[config.mk]
export PLATFORM = sky130hd
export DESIGN_NAME = sfb_front_end
export DESIGN_NICKNAME = d
export VERILOG_FILES = /design/src/rtl/sfb_pkg.sv /design/src/rtl/sfb_front_end.sv
export SDC_FILE = /design/constraint.sdc
export NUM_CORES = 1
export LEC_CHECK = 0
export BUFFER_PORTS_ARGS = -buffer_cell sky130_fd_sc_hd__buf_2
export CORE_ASPECT_RATIO = 1.2
export CORE_UTILIZATION = 45
export DETAILED_ROUTE_END_ITERATION = 7
export HOLD_SLACK_MARGIN = 0.1
export PLACE_DENSITY = 0.67
export SETUP_SLACK_MARGIN = 0.02
export SYNTH_ARGS = -nofsm -noshare
export SYNTH_HDL_FRONTEND = slang
export SYNTH_SLANG_ARGS = --single-unit
[constraint.sdc]
create_clock -name clock -period 3 [get_ports clock]
set_input_delay 0.6 -clock clock [delete_from_list [all_inputs] [get_ports clock]]
set_output_delay 0.6 -clock clock [all_outputs]
set_load 0.03 [all_outputs]
[src/rtl/sfb_pkg.sv]
package sfb_pkg;

	// timing
	localparam int CLK_PERIOD_NS  = 100;
	localparam int RESET_TIME_NS  = 1000;
	localparam int RESET_CYC      = (RESET_TIME_NS + CLK_PERIOD_NS - 1) / CLK_PERIOD_NS;
	localparam int RST_CNT_W      = 4;

	// dummy clocks after the address of each fast read
	localparam logic [3:0] DUMMY_FAST = 4'h8;
	localparam logic [3:0] DUMMY_DIO  = 4'h4;
	localparam logic [3:0] DUMMY_QIO  = 4'h6;

	// address lengths in bits
	localparam logic [5:0] ALEN_3B    = 6'h18;
	localparam logic [5:0] ALEN_4B    = 6'h20;

	// opcodes
	localparam logic [7:0] OP_WRSR    = 8'h01;
	localparam logic [7:0] OP_PP      = 8'h02;
	localparam logic [7:0] OP_READ    = 8'h03;
	localparam logic [7:0] OP_RDSR    = 8'h05;
	localparam logic [7:0] OP_FAST    = 8'h0B;
	localparam logic [7:0] OP_FAST4   = 8'h0C;
	localparam logic [7:0] OP_PP4     = 8'h12;
	localparam logic [7:0] OP_READ4   = 8'h13;
	localparam logic [7:0] OP_DOUT    = 8'h3B;
	localparam logic [7:0] OP_DOUT4   = 8'h3C;
	localparam logic [7:0] OP_QOUT    = 8'h6B;
	localparam logic [7:0] OP_QOUT4   = 8'h6C;
	localparam logic [7:0] OP_ENTER4  = 8'hB7;
	localparam logic [7:0] OP_DIO     = 8'hBB;
	localparam logic [7:0] OP_DIO4    = 8'hBC;
	localparam logic [7:0] OP_EXIT4   = 8'hE9;
	localparam logic [7:0] OP_QIO     = 8'hEB;
	localparam logic [7:0] OP_QIO4    = 8'hEC;

	typedef enum logic [2:0] {
		ST_WAIT, ST_CMD, ST_ADDR, ST_DUMMY, ST_READ, ST_WRITE, ST_IGNORE
	} sfb_state_e;

	typedef enum logic [2:0] {
		K_NONE, K_READ, K_WRITE, K_WRSR, K_RDSR, K_ENTER4, K_EXIT4
	} sfb_kind_e;

endpackage : sfb_pkg

[src/rtl/sfb_front_end.sv]
`timescale 1ns/1ps
module sfb_front_end (
	// system
	input  wire logic        clock,
	input  wire logic        rst_n,
	input  wire logic        clk_en,
	// pins
	input  wire logic        sclk_pin,
	input  wire logic        chip_select_low,
	input  wire logic        reset_pin_n,
	input  wire logic [3:0]  dl_in,
	output logic      [3:0]  dl_out,
	output logic      [3:0]  dl_oe,
	// core side
	input  wire logic        quad_enable_bit,
	input  wire logic        status_protect_bit,
	input  wire logic        powerup_addr_len_bit,
	input  wire logic [7:0]  ext_addr_reg,
	input  wire logic        busy_in,
	input  wire logic [7:0]  rd_data,
	output logic      [7:0]  cmd_op,
	output logic             cmd_valid,
	output logic      [31:0] addr,
	output logic             addr_valid,
	output logic             rd_req,
	output logic      [7:0]  wr_data,
	output logic             wr_valid,
	output logic             current_addr_len_bit,
	output logic             status_write_blocked,
	output logic             paused,
	output logic             hw_reset
);
	logic                 sclk_s1, sclk_s2, sclk_s3, cs_s1, cs_s2, cs_s3, rp_s1, rp_s2;
	logic [3:0]           dl_s1, dl_s2;
	logic [sfb_pkg::RST_CNT_W-1:0] rp_cnt_r;
	logic                 abort, held, sel, pause_act, rise_ev, fall_ev, cs_rise;
	logic                 armed_r, init_r, addr4_r, full4_r;
	sfb_pkg::sfb_state_e  state_r;
	sfb_pkg::sfb_kind_e   kind_r, dkind;
	logic [31:0]          sh_r, sh_nxt;
	logic [5:0]           bit_cnt_r, alen;
	logic [2:0]           in_lanes_r, out_lanes_r, dlanes, dout;
	logic [3:0]           dummy_r, ddummy, dcnt_r;
	logic [7:0]           nxt_op, oshift_r, obyte;
	logic [3:0]           obits_r;
	logic                 d4b;

	// two flops on every pin, a third on sclk and chip select for edge detection
	always_ff @(posedge clock or negedge rst_n) begin
		if (!rst_n) begin
			{sclk_s1, sclk_s2, sclk_s3} <= 3'h0;
			{cs_s1, cs_s2, cs_s3}       <= 3'h7;
			{rp_s1, rp_s2}              <= 2'h3;
			dl_s1                       <= 4'hF;
			dl_s2                       <= 4'hF;
		end else if (clk_en) begin
			sclk_s1 <= sclk_pin;
			sclk_s2 <= sclk_s1;
			sclk_s3 <= sclk_s2;
			cs_s1   <= chip_select_low;
			cs_s2   <= cs_s1;
			cs_s3   <= cs_s2;
			rp_s1   <= reset_pin_n;
			rp_s2   <= rp_s1;
			dl_s1   <= dl_in;
			dl_s2   <= dl_s1;
		end
	end

	// reset pin must stay low the full time before it counts
	always_ff @(posedge clock or negedge rst_n) begin
		if (!rst_n) begin
			rp_cnt_r <= '0;
			hw_reset <= 1'b0;
		end else if (clk_en) begin
			hw_reset <= abort && rp_cnt_r == sfb_pkg::RST_CNT_W'(sfb_pkg::RESET_CYC - 1);
			if (rp_s2)
				rp_cnt_r <= '0;
			else if (!held)
				rp_cnt_r <= rp_cnt_r + 1'b1;
		end
	end

	assign held      = rp_cnt_r == sfb_pkg::RST_CNT_W'(sfb_pkg::RESET_CYC);
	assign abort     = !rp_s2 && rp_cnt_r >= sfb_pkg::RST_CNT_W'(sfb_pkg::RESET_CYC - 1);
	assign sel       = !cs_s2;
	assign cs_rise   = cs_s2 && !cs_s3;
	assign pause_act = sel && !dl_s2[3] && !quad_enable_bit;
	// clock edges counted only while selected, so idle level is free
	assign rise_ev   = sel && !pause_act && sclk_s2 && !sclk_s3;
	assign fall_ev   = sel && !pause_act && !sclk_s2 && sclk_s3;
	assign nxt_op    = {sh_r[6:0], dl_s2[0]};

	always_comb begin
		case (in_lanes_r)
			3'h2:    sh_nxt = {sh_r[29:0], dl_s2[1:0]};
			3'h4:    sh_nxt = {sh_r[27:0], dl_s2[3:0]};
			default: sh_nxt = {sh_r[30:0], dl_s2[0]};
		endcase
	end

	// opcode decode
	always_comb begin
		dkind  = sfb_pkg::K_NONE;
		dlanes = 3'h1;
		dout   = 3'h1;
		ddummy = 4'h0;
		d4b    = 1'b0;
		case (nxt_op)
			sfb_pkg::OP_READ:   dkind = sfb_pkg::K_READ;
			sfb_pkg::OP_READ4:  begin dkind = sfb_pkg::K_READ; d4b = 1'b1; end
			sfb_pkg::OP_FAST, sfb_pkg::OP_FAST4: begin
				dkind = sfb_pkg::K_READ; ddummy = sfb_pkg::DUMMY_FAST; d4b = nxt_op[0] == 1'b0;
			end
			sfb_pkg::OP_DOUT, sfb_pkg::OP_DOUT4: begin
				dkind = sfb_pkg::K_READ; ddummy = sfb_pkg::DUMMY_FAST; dout = 3'h2;
				d4b = nxt_op[0] == 1'b0;
			end
			sfb_pkg::OP_DIO, sfb_pkg::OP_DIO4: begin
				dkind = sfb_pkg::K_READ; ddummy = sfb_pkg::DUMMY_DIO; dout = 3'h2; dlanes = 3'h2;
				d4b = nxt_op[0] == 1'b0;
			end
			sfb_pkg::OP_QOUT, sfb_pkg::OP_QOUT4: begin
				dkind = quad_enable_bit ? sfb_pkg::K_READ : sfb_pkg::K_NONE;
				ddummy = sfb_pkg::DUMMY_FAST; dout = 3'h4; d4b = nxt_op[0] == 1'b0;
			end
			sfb_pkg::OP_QIO, sfb_pkg::OP_QIO4: begin
				dkind = quad_enable_bit ? sfb_pkg::K_READ : sfb_pkg::K_NONE;
				ddummy = sfb_pkg::DUMMY_QIO; dout = 3'h4; dlanes = 3'h4;
				d4b = nxt_op[0] == 1'b0;
			end
			sfb_pkg::OP_PP:     dkind = sfb_pkg::K_WRITE;
			sfb_pkg::OP_PP4:    begin dkind = sfb_pkg::K_WRITE; d4b = 1'b1; end
			sfb_pkg::OP_WRSR:   dkind = sfb_pkg::K_WRSR;
			sfb_pkg::OP_RDSR:   dkind = sfb_pkg::K_RDSR;
			sfb_pkg::OP_ENTER4: dkind = sfb_pkg::K_ENTER4;
			sfb_pkg::OP_EXIT4:  dkind = sfb_pkg::K_EXIT4;
			default:            dkind = sfb_pkg::K_NONE;
		endcase
	end

	assign alen = (addr4_r || full4_r) ? sfb_pkg::ALEN_4B : sfb_pkg::ALEN_3B;

	// address mode and the power-on arming
	always_ff @(posedge clock or negedge rst_n) begin
		if (!rst_n) begin
			init_r  <= 1'b0;
			addr4_r <= 1'b0;
			armed_r <= 1'b0;
		end else if (clk_en) begin
			if (abort || !init_r) begin
				init_r  <= 1'b1;
				addr4_r <= powerup_addr_len_bit;
				armed_r <= 1'b0;
			end else begin
				if (cs_s2)
					armed_r <= 1'b1;
				if (state_r == sfb_pkg::ST_CMD && rise_ev && bit_cnt_r == 6'h7
						&& !busy_in) begin
					if (dkind == sfb_pkg::K_ENTER4)
						addr4_r <= 1'b1;
					else if (dkind == sfb_pkg::K_EXIT4)
						addr4_r <= 1'b0;
				end
			end
		end
	end

	// command framing
	always_ff @(posedge clock or negedge rst_n) begin
		if (!rst_n) begin
			state_r     <= sfb_pkg::ST_WAIT;
			kind_r      <= sfb_pkg::K_NONE;
			sh_r        <= '0;
			bit_cnt_r   <= '0;
			in_lanes_r  <= 3'h1;
			out_lanes_r <= 3'h1;
			dummy_r     <= '0;
			dcnt_r      <= '0;
			full4_r     <= 1'b0;
			cmd_op      <= '0;
			cmd_valid   <= 1'b0;
			addr        <= '0;
			addr_valid  <= 1'b0;
			wr_data     <= '0;
			wr_valid    <= 1'b0;
		end else if (clk_en) begin
			cmd_valid  <= 1'b0;
			addr_valid <= 1'b0;
			wr_valid   <= 1'b0;
			if (abort) begin
				state_r <= sfb_pkg::ST_WAIT;
			end else if (cs_rise || cs_s2) begin
				// busy_in cycles are not touched, only the frame ends
				state_r <= sfb_pkg::ST_WAIT;
			end else if (state_r == sfb_pkg::ST_WAIT) begin
				if (armed_r && cs_s3) begin
					state_r    <= sfb_pkg::ST_CMD;
					bit_cnt_r  <= '0;
					in_lanes_r <= 3'h1;
				end
			end else if (rise_ev) begin
				sh_r <= sh_nxt;
				case (state_r)
					sfb_pkg::ST_CMD: begin
						bit_cnt_r <= bit_cnt_r + 6'h1;
						if (bit_cnt_r == 6'h7) begin
							cmd_op      <= nxt_op;
							cmd_valid   <= 1'b1;
							kind_r      <= dkind;
							full4_r     <= d4b;
							in_lanes_r  <= dlanes;
							out_lanes_r <= dout;
							dummy_r     <= ddummy;
							bit_cnt_r   <= '0;
							if (busy_in && dkind != sfb_pkg::K_RDSR)
								state_r <= sfb_pkg::ST_IGNORE;
							else if (dkind == sfb_pkg::K_READ || dkind == sfb_pkg::K_WRITE)
								state_r <= sfb_pkg::ST_ADDR;
							else if (dkind == sfb_pkg::K_RDSR)
								state_r <= sfb_pkg::ST_READ;
							else if (dkind == sfb_pkg::K_WRSR && !status_write_blocked)
								state_r <= sfb_pkg::ST_WRITE;
							else
								state_r <= sfb_pkg::ST_IGNORE;
						end
					end
					sfb_pkg::ST_ADDR: begin
						bit_cnt_r <= bit_cnt_r + 6'(in_lanes_r);
						if (bit_cnt_r + 6'(in_lanes_r) == alen) begin
							addr_valid <= 1'b1;
							bit_cnt_r  <= '0;
							in_lanes_r <= 3'h1;
							dcnt_r     <= '0;
							if (alen == sfb_pkg::ALEN_4B)
								addr <= sh_nxt;
							else
								addr <= {ext_addr_reg, sh_nxt[23:0]};
							if (kind_r == sfb_pkg::K_WRITE)
								state_r <= sfb_pkg::ST_WRITE;
							else if (dummy_r != 4'h0)
								state_r <= sfb_pkg::ST_DUMMY;
							else
								state_r <= sfb_pkg::ST_READ;
						end
					end
					sfb_pkg::ST_DUMMY: begin
						dcnt_r <= dcnt_r + 4'h1;
						if (dcnt_r == dummy_r - 4'h1)
							state_r <= sfb_pkg::ST_READ;
					end
					sfb_pkg::ST_WRITE: begin
						bit_cnt_r <= bit_cnt_r + 6'h1;
						if (bit_cnt_r == 6'h7) begin
							wr_data   <= sh_nxt[7:0];
							wr_valid  <= 1'b1;
							bit_cnt_r <= '0;
						end
					end
					default: ;
				endcase
			end
		end
	end

	assign obyte = (obits_r == 4'h0) ? rd_data : oshift_r;

	// read data leaves on falling edges
	always_ff @(posedge clock or negedge rst_n) begin
		if (!rst_n) begin
			oshift_r <= '0;
			obits_r  <= '0;
			dl_out   <= '0;
			dl_oe    <= '0;
			rd_req   <= 1'b0;
			paused   <= 1'b0;
		end else if (clk_en) begin
			rd_req <= 1'b0;
			paused <= pause_act && !abort;
			if (abort || state_r != sfb_pkg::ST_READ) begin
				obits_r <= '0;
				dl_oe   <= '0;
			end else begin
				if (!sel || pause_act || cs_rise)
					dl_oe <= '0;
				else
					case (out_lanes_r)
						3'h2:    dl_oe <= 4'h3;
						3'h4:    dl_oe <= 4'hF;
						default: dl_oe <= 4'h2;
					endcase
				if (fall_ev) begin
					rd_req <= obits_r == 4'h0;
					case (out_lanes_r)
						3'h2: begin
							dl_out   <= {2'h0, obyte[7:6]};
							oshift_r <= {obyte[5:0], 2'h0};
						end
						3'h4: begin
							dl_out   <= obyte[7:4];
							oshift_r <= {obyte[3:0], 4'h0};
						end
						default: begin
							dl_out   <= {2'h0, obyte[7], 1'b0};
							oshift_r <= {obyte[6:0], 1'b0};
						end
					endcase
					obits_r <= ((obits_r == 4'h0) ? 4'h8 : obits_r) - 4'(out_lanes_r);
				end
			end
		end
	end

	// status outputs
	always_ff @(posedge clock or negedge rst_n) begin
		if (!rst_n) begin
			current_addr_len_bit <= 1'b0;
			status_write_blocked <= 1'b0;
		end else if (clk_en) begin
			current_addr_len_bit <= addr4_r;
			status_write_blocked <= status_protect_bit && !dl_s2[2] && !quad_enable_bit;
		end
	end
endmodule : sfb_front_end

Word-level counts from Yosys, hierarchy flattened --
Cells that the tools add are included.
Cells by class: shift operators 0, add/sub/neg operators 6, multiplexer cells 73, equal/unequal tests 50, bitwise gates (word level) 5, multipliers 0, div/mod/pow operators 0, reductions and logical operators 76, magnitude comparators 1
Operator list (count):
- $pmux W32 S2 | 1
- $eq A8 B8 Y1 const B | 6
- $mux W3 | 16
- $mux W6 | 6
- $reduce_and A7 Y1 | 5
- $mux W32 | 1
- $mux W4 | 8
- $mux W1 | 26
- $pmux W4 S2 | 3
- $eq A3 B2 Y1 const B | 7
- $pmux W3 S7 | 1
- $logic_and A1 B1 Y1 | 19
- $eq A3 B3 Y1 const B | 6
- $pmux W3 S2 | 3
- $eq A8 B2 Y1 const B | 2
- $eq A8 B4 Y1 const B | 2
- $eq A8 B5 Y1 const B | 2
- $eq A8 B6 Y1 const B | 2
- $eq A8 B7 Y1 const B | 2
- $pmux W8 S2 | 1
- $logic_not A1 Y1 | 13
- $pmux W4 S3 | 1
- $pmux W6 S2 | 1
- $ne A5 B5 Y1 const B | 2
- 42 further kinds | 75
Storage, ports and cells: memory bits (read-only) 0, input bits 30, logic and storage cells 249, register bits after elaboration 157, RAM bits 0, memories kept 0, latch bits 0

Longest topological paths before layout --
depth in word-level cells 15, gate-level depth with buffers 10, mapped depth without buffers 8

Worst setup path after synthesis --
OpenSTA, ideal clock, no wires.
path kind register -> register, from register bit_cnt_r[0], to register addr[19], stages on the path, launching flop included 11, setup time 0.128 ns, period minus slack after synthesis 2.535 ns, data required time 2.872 ns, path slack 0.465 ns, data arrival time 2.408 ns, cell sequence dfrtp_1 > ha_1 > fa_1 > a21oi_1 > nand4_1 > o311ai_0 > o211ai_1 > buf_2 > clkbuf_1 > nand2_1 > o21ai_0
Between the ends: longest elaborated chain between the ends 3
RTL lines:
- from (decl) | line sfb_front_end.sv:41 | logic [5:0] bit_cnt_r, alen;
- from (signal assigned) | line sfb_front_end.sv:206 | bit_cnt_r <= bit_cnt_r + 6'h1;
- from (signal assigned) | line sfb_front_end.sv:229 | bit_cnt_r <= bit_cnt_r + 6'(in_lanes_r);
- from (signal assigned) | line sfb_front_end.sv:253 | bit_cnt_r <= bit_cnt_r + 6'h1;
- $add A6 B3 Y6 | line sfb_front_end.sv:230 | if (bit_cnt_r + 6'(in_lanes_r) == alen) begin
- $eq A6 B6 Y1 | line sfb_front_end.sv:230
- $reduce_and A7 Y1 (no source line)
- to (signal assigned) | line sfb_front_end.sv:236 | addr <= sh_nxt;
- to (signal assigned) | line sfb_front_end.sv:238 | addr <= {ext_addr_reg, sh_nxt[23:0]};
- to (decl) | line sfb_front_end.sv:23 | output logic [31:0] addr,
No other way between the ends. A chain may end at the register's enable or synchronous reset.

Worst setup path in the final report --
from register bit_cnt_r[0], to register addr[12]
The elaborated chain is that of the path after synthesis.

==> qor.csv <==
metric,value,unit
drive_gt1_frac,0.228,
dr.max_layer_used,met4,
core,16900,um^2
hold_viol_final,0,
cp.required,3300,ps
cp_common_cell,buf_4,
rows,52,
htreeDepth,4,
yosys.area.top_type,dfrtp_1,
worst_pin_slew,627,ps
total_power,5.63,mW
synth-seq-area-share,0.500,
fin_worst_skew,6.10,ps
crit_path_start_kind,register,
powerDensity,619,nW/um^2
r2r_start,bit_cnt_r[0]$_DFFE_PN0P_,
path_cells,ha_1 -> fa_1 -> xor2_1 -> or3_1 -> a211oi_2 -> o211ai_1 -> buf_4 -> buf_4 -> nand2_1 -> o21ai_0,
die_area,17700,um^2
drt_iter0_drc,354,
synthesis.area,7750,um^2
drt-vias-per-instance,5.50,
synth_area_per_cell,9.58,um^2
relSlewSlack,0.582,
synth.distinct_cells,65,
syn_nets,855,
nets,938,
cts_buffer_depth,2,
grt_setup_unrepaired,false,
ir_drop,0.402,mV
synthCells,809,
status,completed,
cts_setup_buffers,0,
synth.top_cell.area_share,0.449,
antenna_found_initial,0,
area_growth,17.4,%
max_cap_violations,0,
wl_per_cell,15.6,um
post-route-min-period,2760,ps
cpPeakStageDelay,430,ps
drt_wl_total,17500,um
critPathKind,register to register,
dp_hpwl,12300,um
endpoint_kind,register,
routabilityCongestion,0.798,
nFillCells,1552,
postRouteAntennaNets,0,
fmax,363,MHz
grt_overflow_total,0,
numPortBuffers,93,
wl_met1,7800,um
root_buffer,clkbuf_16,
p_leak,4.28,nW
worst_ep_arrival_time,3060,ps
vias,6162,
path_buf_inv,2,
cts_made_buffers,17,
crit_start,bit_cnt_r[0]$_DFFE_PN0P_,
route.met2.wl,8650,um
ios,94,
drc_errors,0,
clock_latency,430,ps
cts_tree,built,
min_path_type,input port to async pin,
holdBufCountCts,0,
diodes,0,
die_h,146,um
final.period_utilization,0.919,
cp_top_family,adder cells,
yosys_register_bits,154,
fp.dieW,122,um
final_max_slew_viol_count,0,
setup_tns,0,ps
grt_pass1_wl,29500,um
synthTopCellsByArea,"dfrtp_1, nand2_1, o21ai_0",
crit_fanout,38,
dr.pass1.iters,5,
wl_met3,793,um
yosysWarnings,0,
initial_core_util,0.460,
grt_max_degree,67,
first_global_vias,5987,
ys_async_sr_fraction,1.00,
clk_pin_slew,60,ps
synth_edf_count,0,
gr-usage-all-layers,0.209,
setup_violations,0,
slowest_stage,dfrtp_1,
ys.flop_type,dfrtp_1,
cts_sinks,154,
-- sequential cells by signal, summed over array words and instances (netlist names), 4 cells and up --
register and count:
oshift_r 7, dl_out 4, addr 32, dl_s1 4
dcnt_r 4, cmd_op 8, sh_r 31, wr_data 8
obits_r 4, dl_s2 4, bit_cnt_r 6, rp_cnt_r 4
-- cell families after synthesis --
group                    share of synthesized area
buffers and inverters                       0.0394
multiplexers                                0.0548
adder cells (fa/ha/maj)                     0.0278
AO/OA/AOI/OAI                                0.202
flip-flops                                   0.500
XOR/XNOR                                    0.0147
AND/OR/NAND/NOR                              0.162
-- worst reg2reg max path, cell delays in order (launching register included) --
cell,delay [ps]
dfrtp_1,430
ha_1,260
fa_1,420
xor2_1,200
or3_1,330
a211oi_2,250
o211ai_1,140
buf_4,180
buf_4,230
nand2_1,110
o21ai_0,80
-- stage by stage --
stage / cells / setup WS (ps) / hold slack (ps) / utilization / cell area [um^2]
after global placement: 1089 / 229 / 447 / 0.504 / 8500
after detailed placement: 1089 / 84.1 / 450 / 0.504 / 8500
after floorplan: 809 / 465 / 304 / - / 7750
after global routing: 1121 / 56.5 / 213 / 0.540 / 9090
final: 1121 / 244 / 171 / 0.540 / 9090
after CTS: 1121 / 118 / 191 / 0.539 / 9080
-- final timing paths --
kind,endpoint,slack (ps),depth (start not counted)
min in group clock,cs_s1$_DFFE_PN1P_,400,2
setup / recovery,addr[12]$_DFFE_PN0P_,240,10
hold reg to reg,cmd_op[3]$_DFFE_PN0P_,460,2
setup reg to reg,addr[12]$_DFFE_PN0P_,240,10
max in group asynchronous,dl_s1[1]$_DFFE_PN1P_,2080,2
hold / removal,current_addr_len_bit$_DFFE_PN0P_,170,1
-- cells in the final DEF, fill, tap and decap left out, types with 5 or more instances in the layout --
cell type | Yosys | layout
nor3b_1 | 7 | 5
dfstp_2 | 15 | 15
clkbuf_1 | 42 | 6
a21o_1 | 7 | 7
nand3_1 | 14 | 14
a22o_1 | 35 | 35
a21oi_1 | 60 | 59
nor4_1 | 7 | 6
nand2b_1 | 7 | 7
nor2_1 | 45 | 44
nand2_1 | 129 | 129
clkbuf_16 | 0 | 17
dfrtp_1 | 139 | 139
xnor2_1 | 5 | 5
mux2_2 | 27 | 27
buf_4 | 2 | 23
o21ai_0 | 93 | 92
or3_1 | 5 | 5
inv_1 | 22 | 22
buf_2 | 7 | 92
nor2b_1 | 7 | 7
xor2_1 | 8 | 8
o2bb2ai_1 | 7 | 7
o21a_1 | 5 | 5
mux2i_1 | 12 | 12
ha_1 | 14 | 14
nor3_1 | 10 | 10
-- synthesized netlist by cell type (all sizes together) (3+ instances only) --
library cell	count
buf	12
o21a	5
o221ai	3
dfrtp	139
nor3	10
o211ai	3
inv	23
nor3b	8
ha	14
a22o	35
nand2	129
o22ai	4
nand3	14
nor2	46
a31oi	4
nor4b	3
or3	5
mux2i	12
a2bb2oi	3
dfstp	15
nand2b	7
a41oi	3
nor4	8
a22oi	3
or2	4
xnor2	5
a21o	7
nor2b	7
a21oi	61
xor2	8
mux2	27
nand4	4
o31ai	4
clkbuf	42
o2bb2ai	7
o21ai	93
-- layer usage --
layer  track usage  vias up
met5             0        -
met4        0.0722        0
met2         0.343      117
met3        0.0427       22
li1              -     3036
met1         0.273     2987
-- report_power, final --
part	switching, mW	internal [mW]	total, mW
Clock	0.842	1.33	2.17
Combinational	0.554	0.421	0.975
Sequential	0.219	2.26	2.48
-- area by class of cell --
cell class	count	area, um^2	share of cell area
flip-flops and latches	154	3870	0.426
multi-input cells	578	3600	0.395
inverters	23	86.3	0.00949
clock inverters	8	121	0.0133
clock buffers	24	462	0.0508
well taps	216	270	0.0297
repair buffers	118	684	0.0753
-- repair_timing --
item                       in CTS  in global routing
hold endpoints to repair        0                  0
gates resized for setup         0                  4
setup endpoints to repair       0                 40
Power figures use the tool's default switching activity.
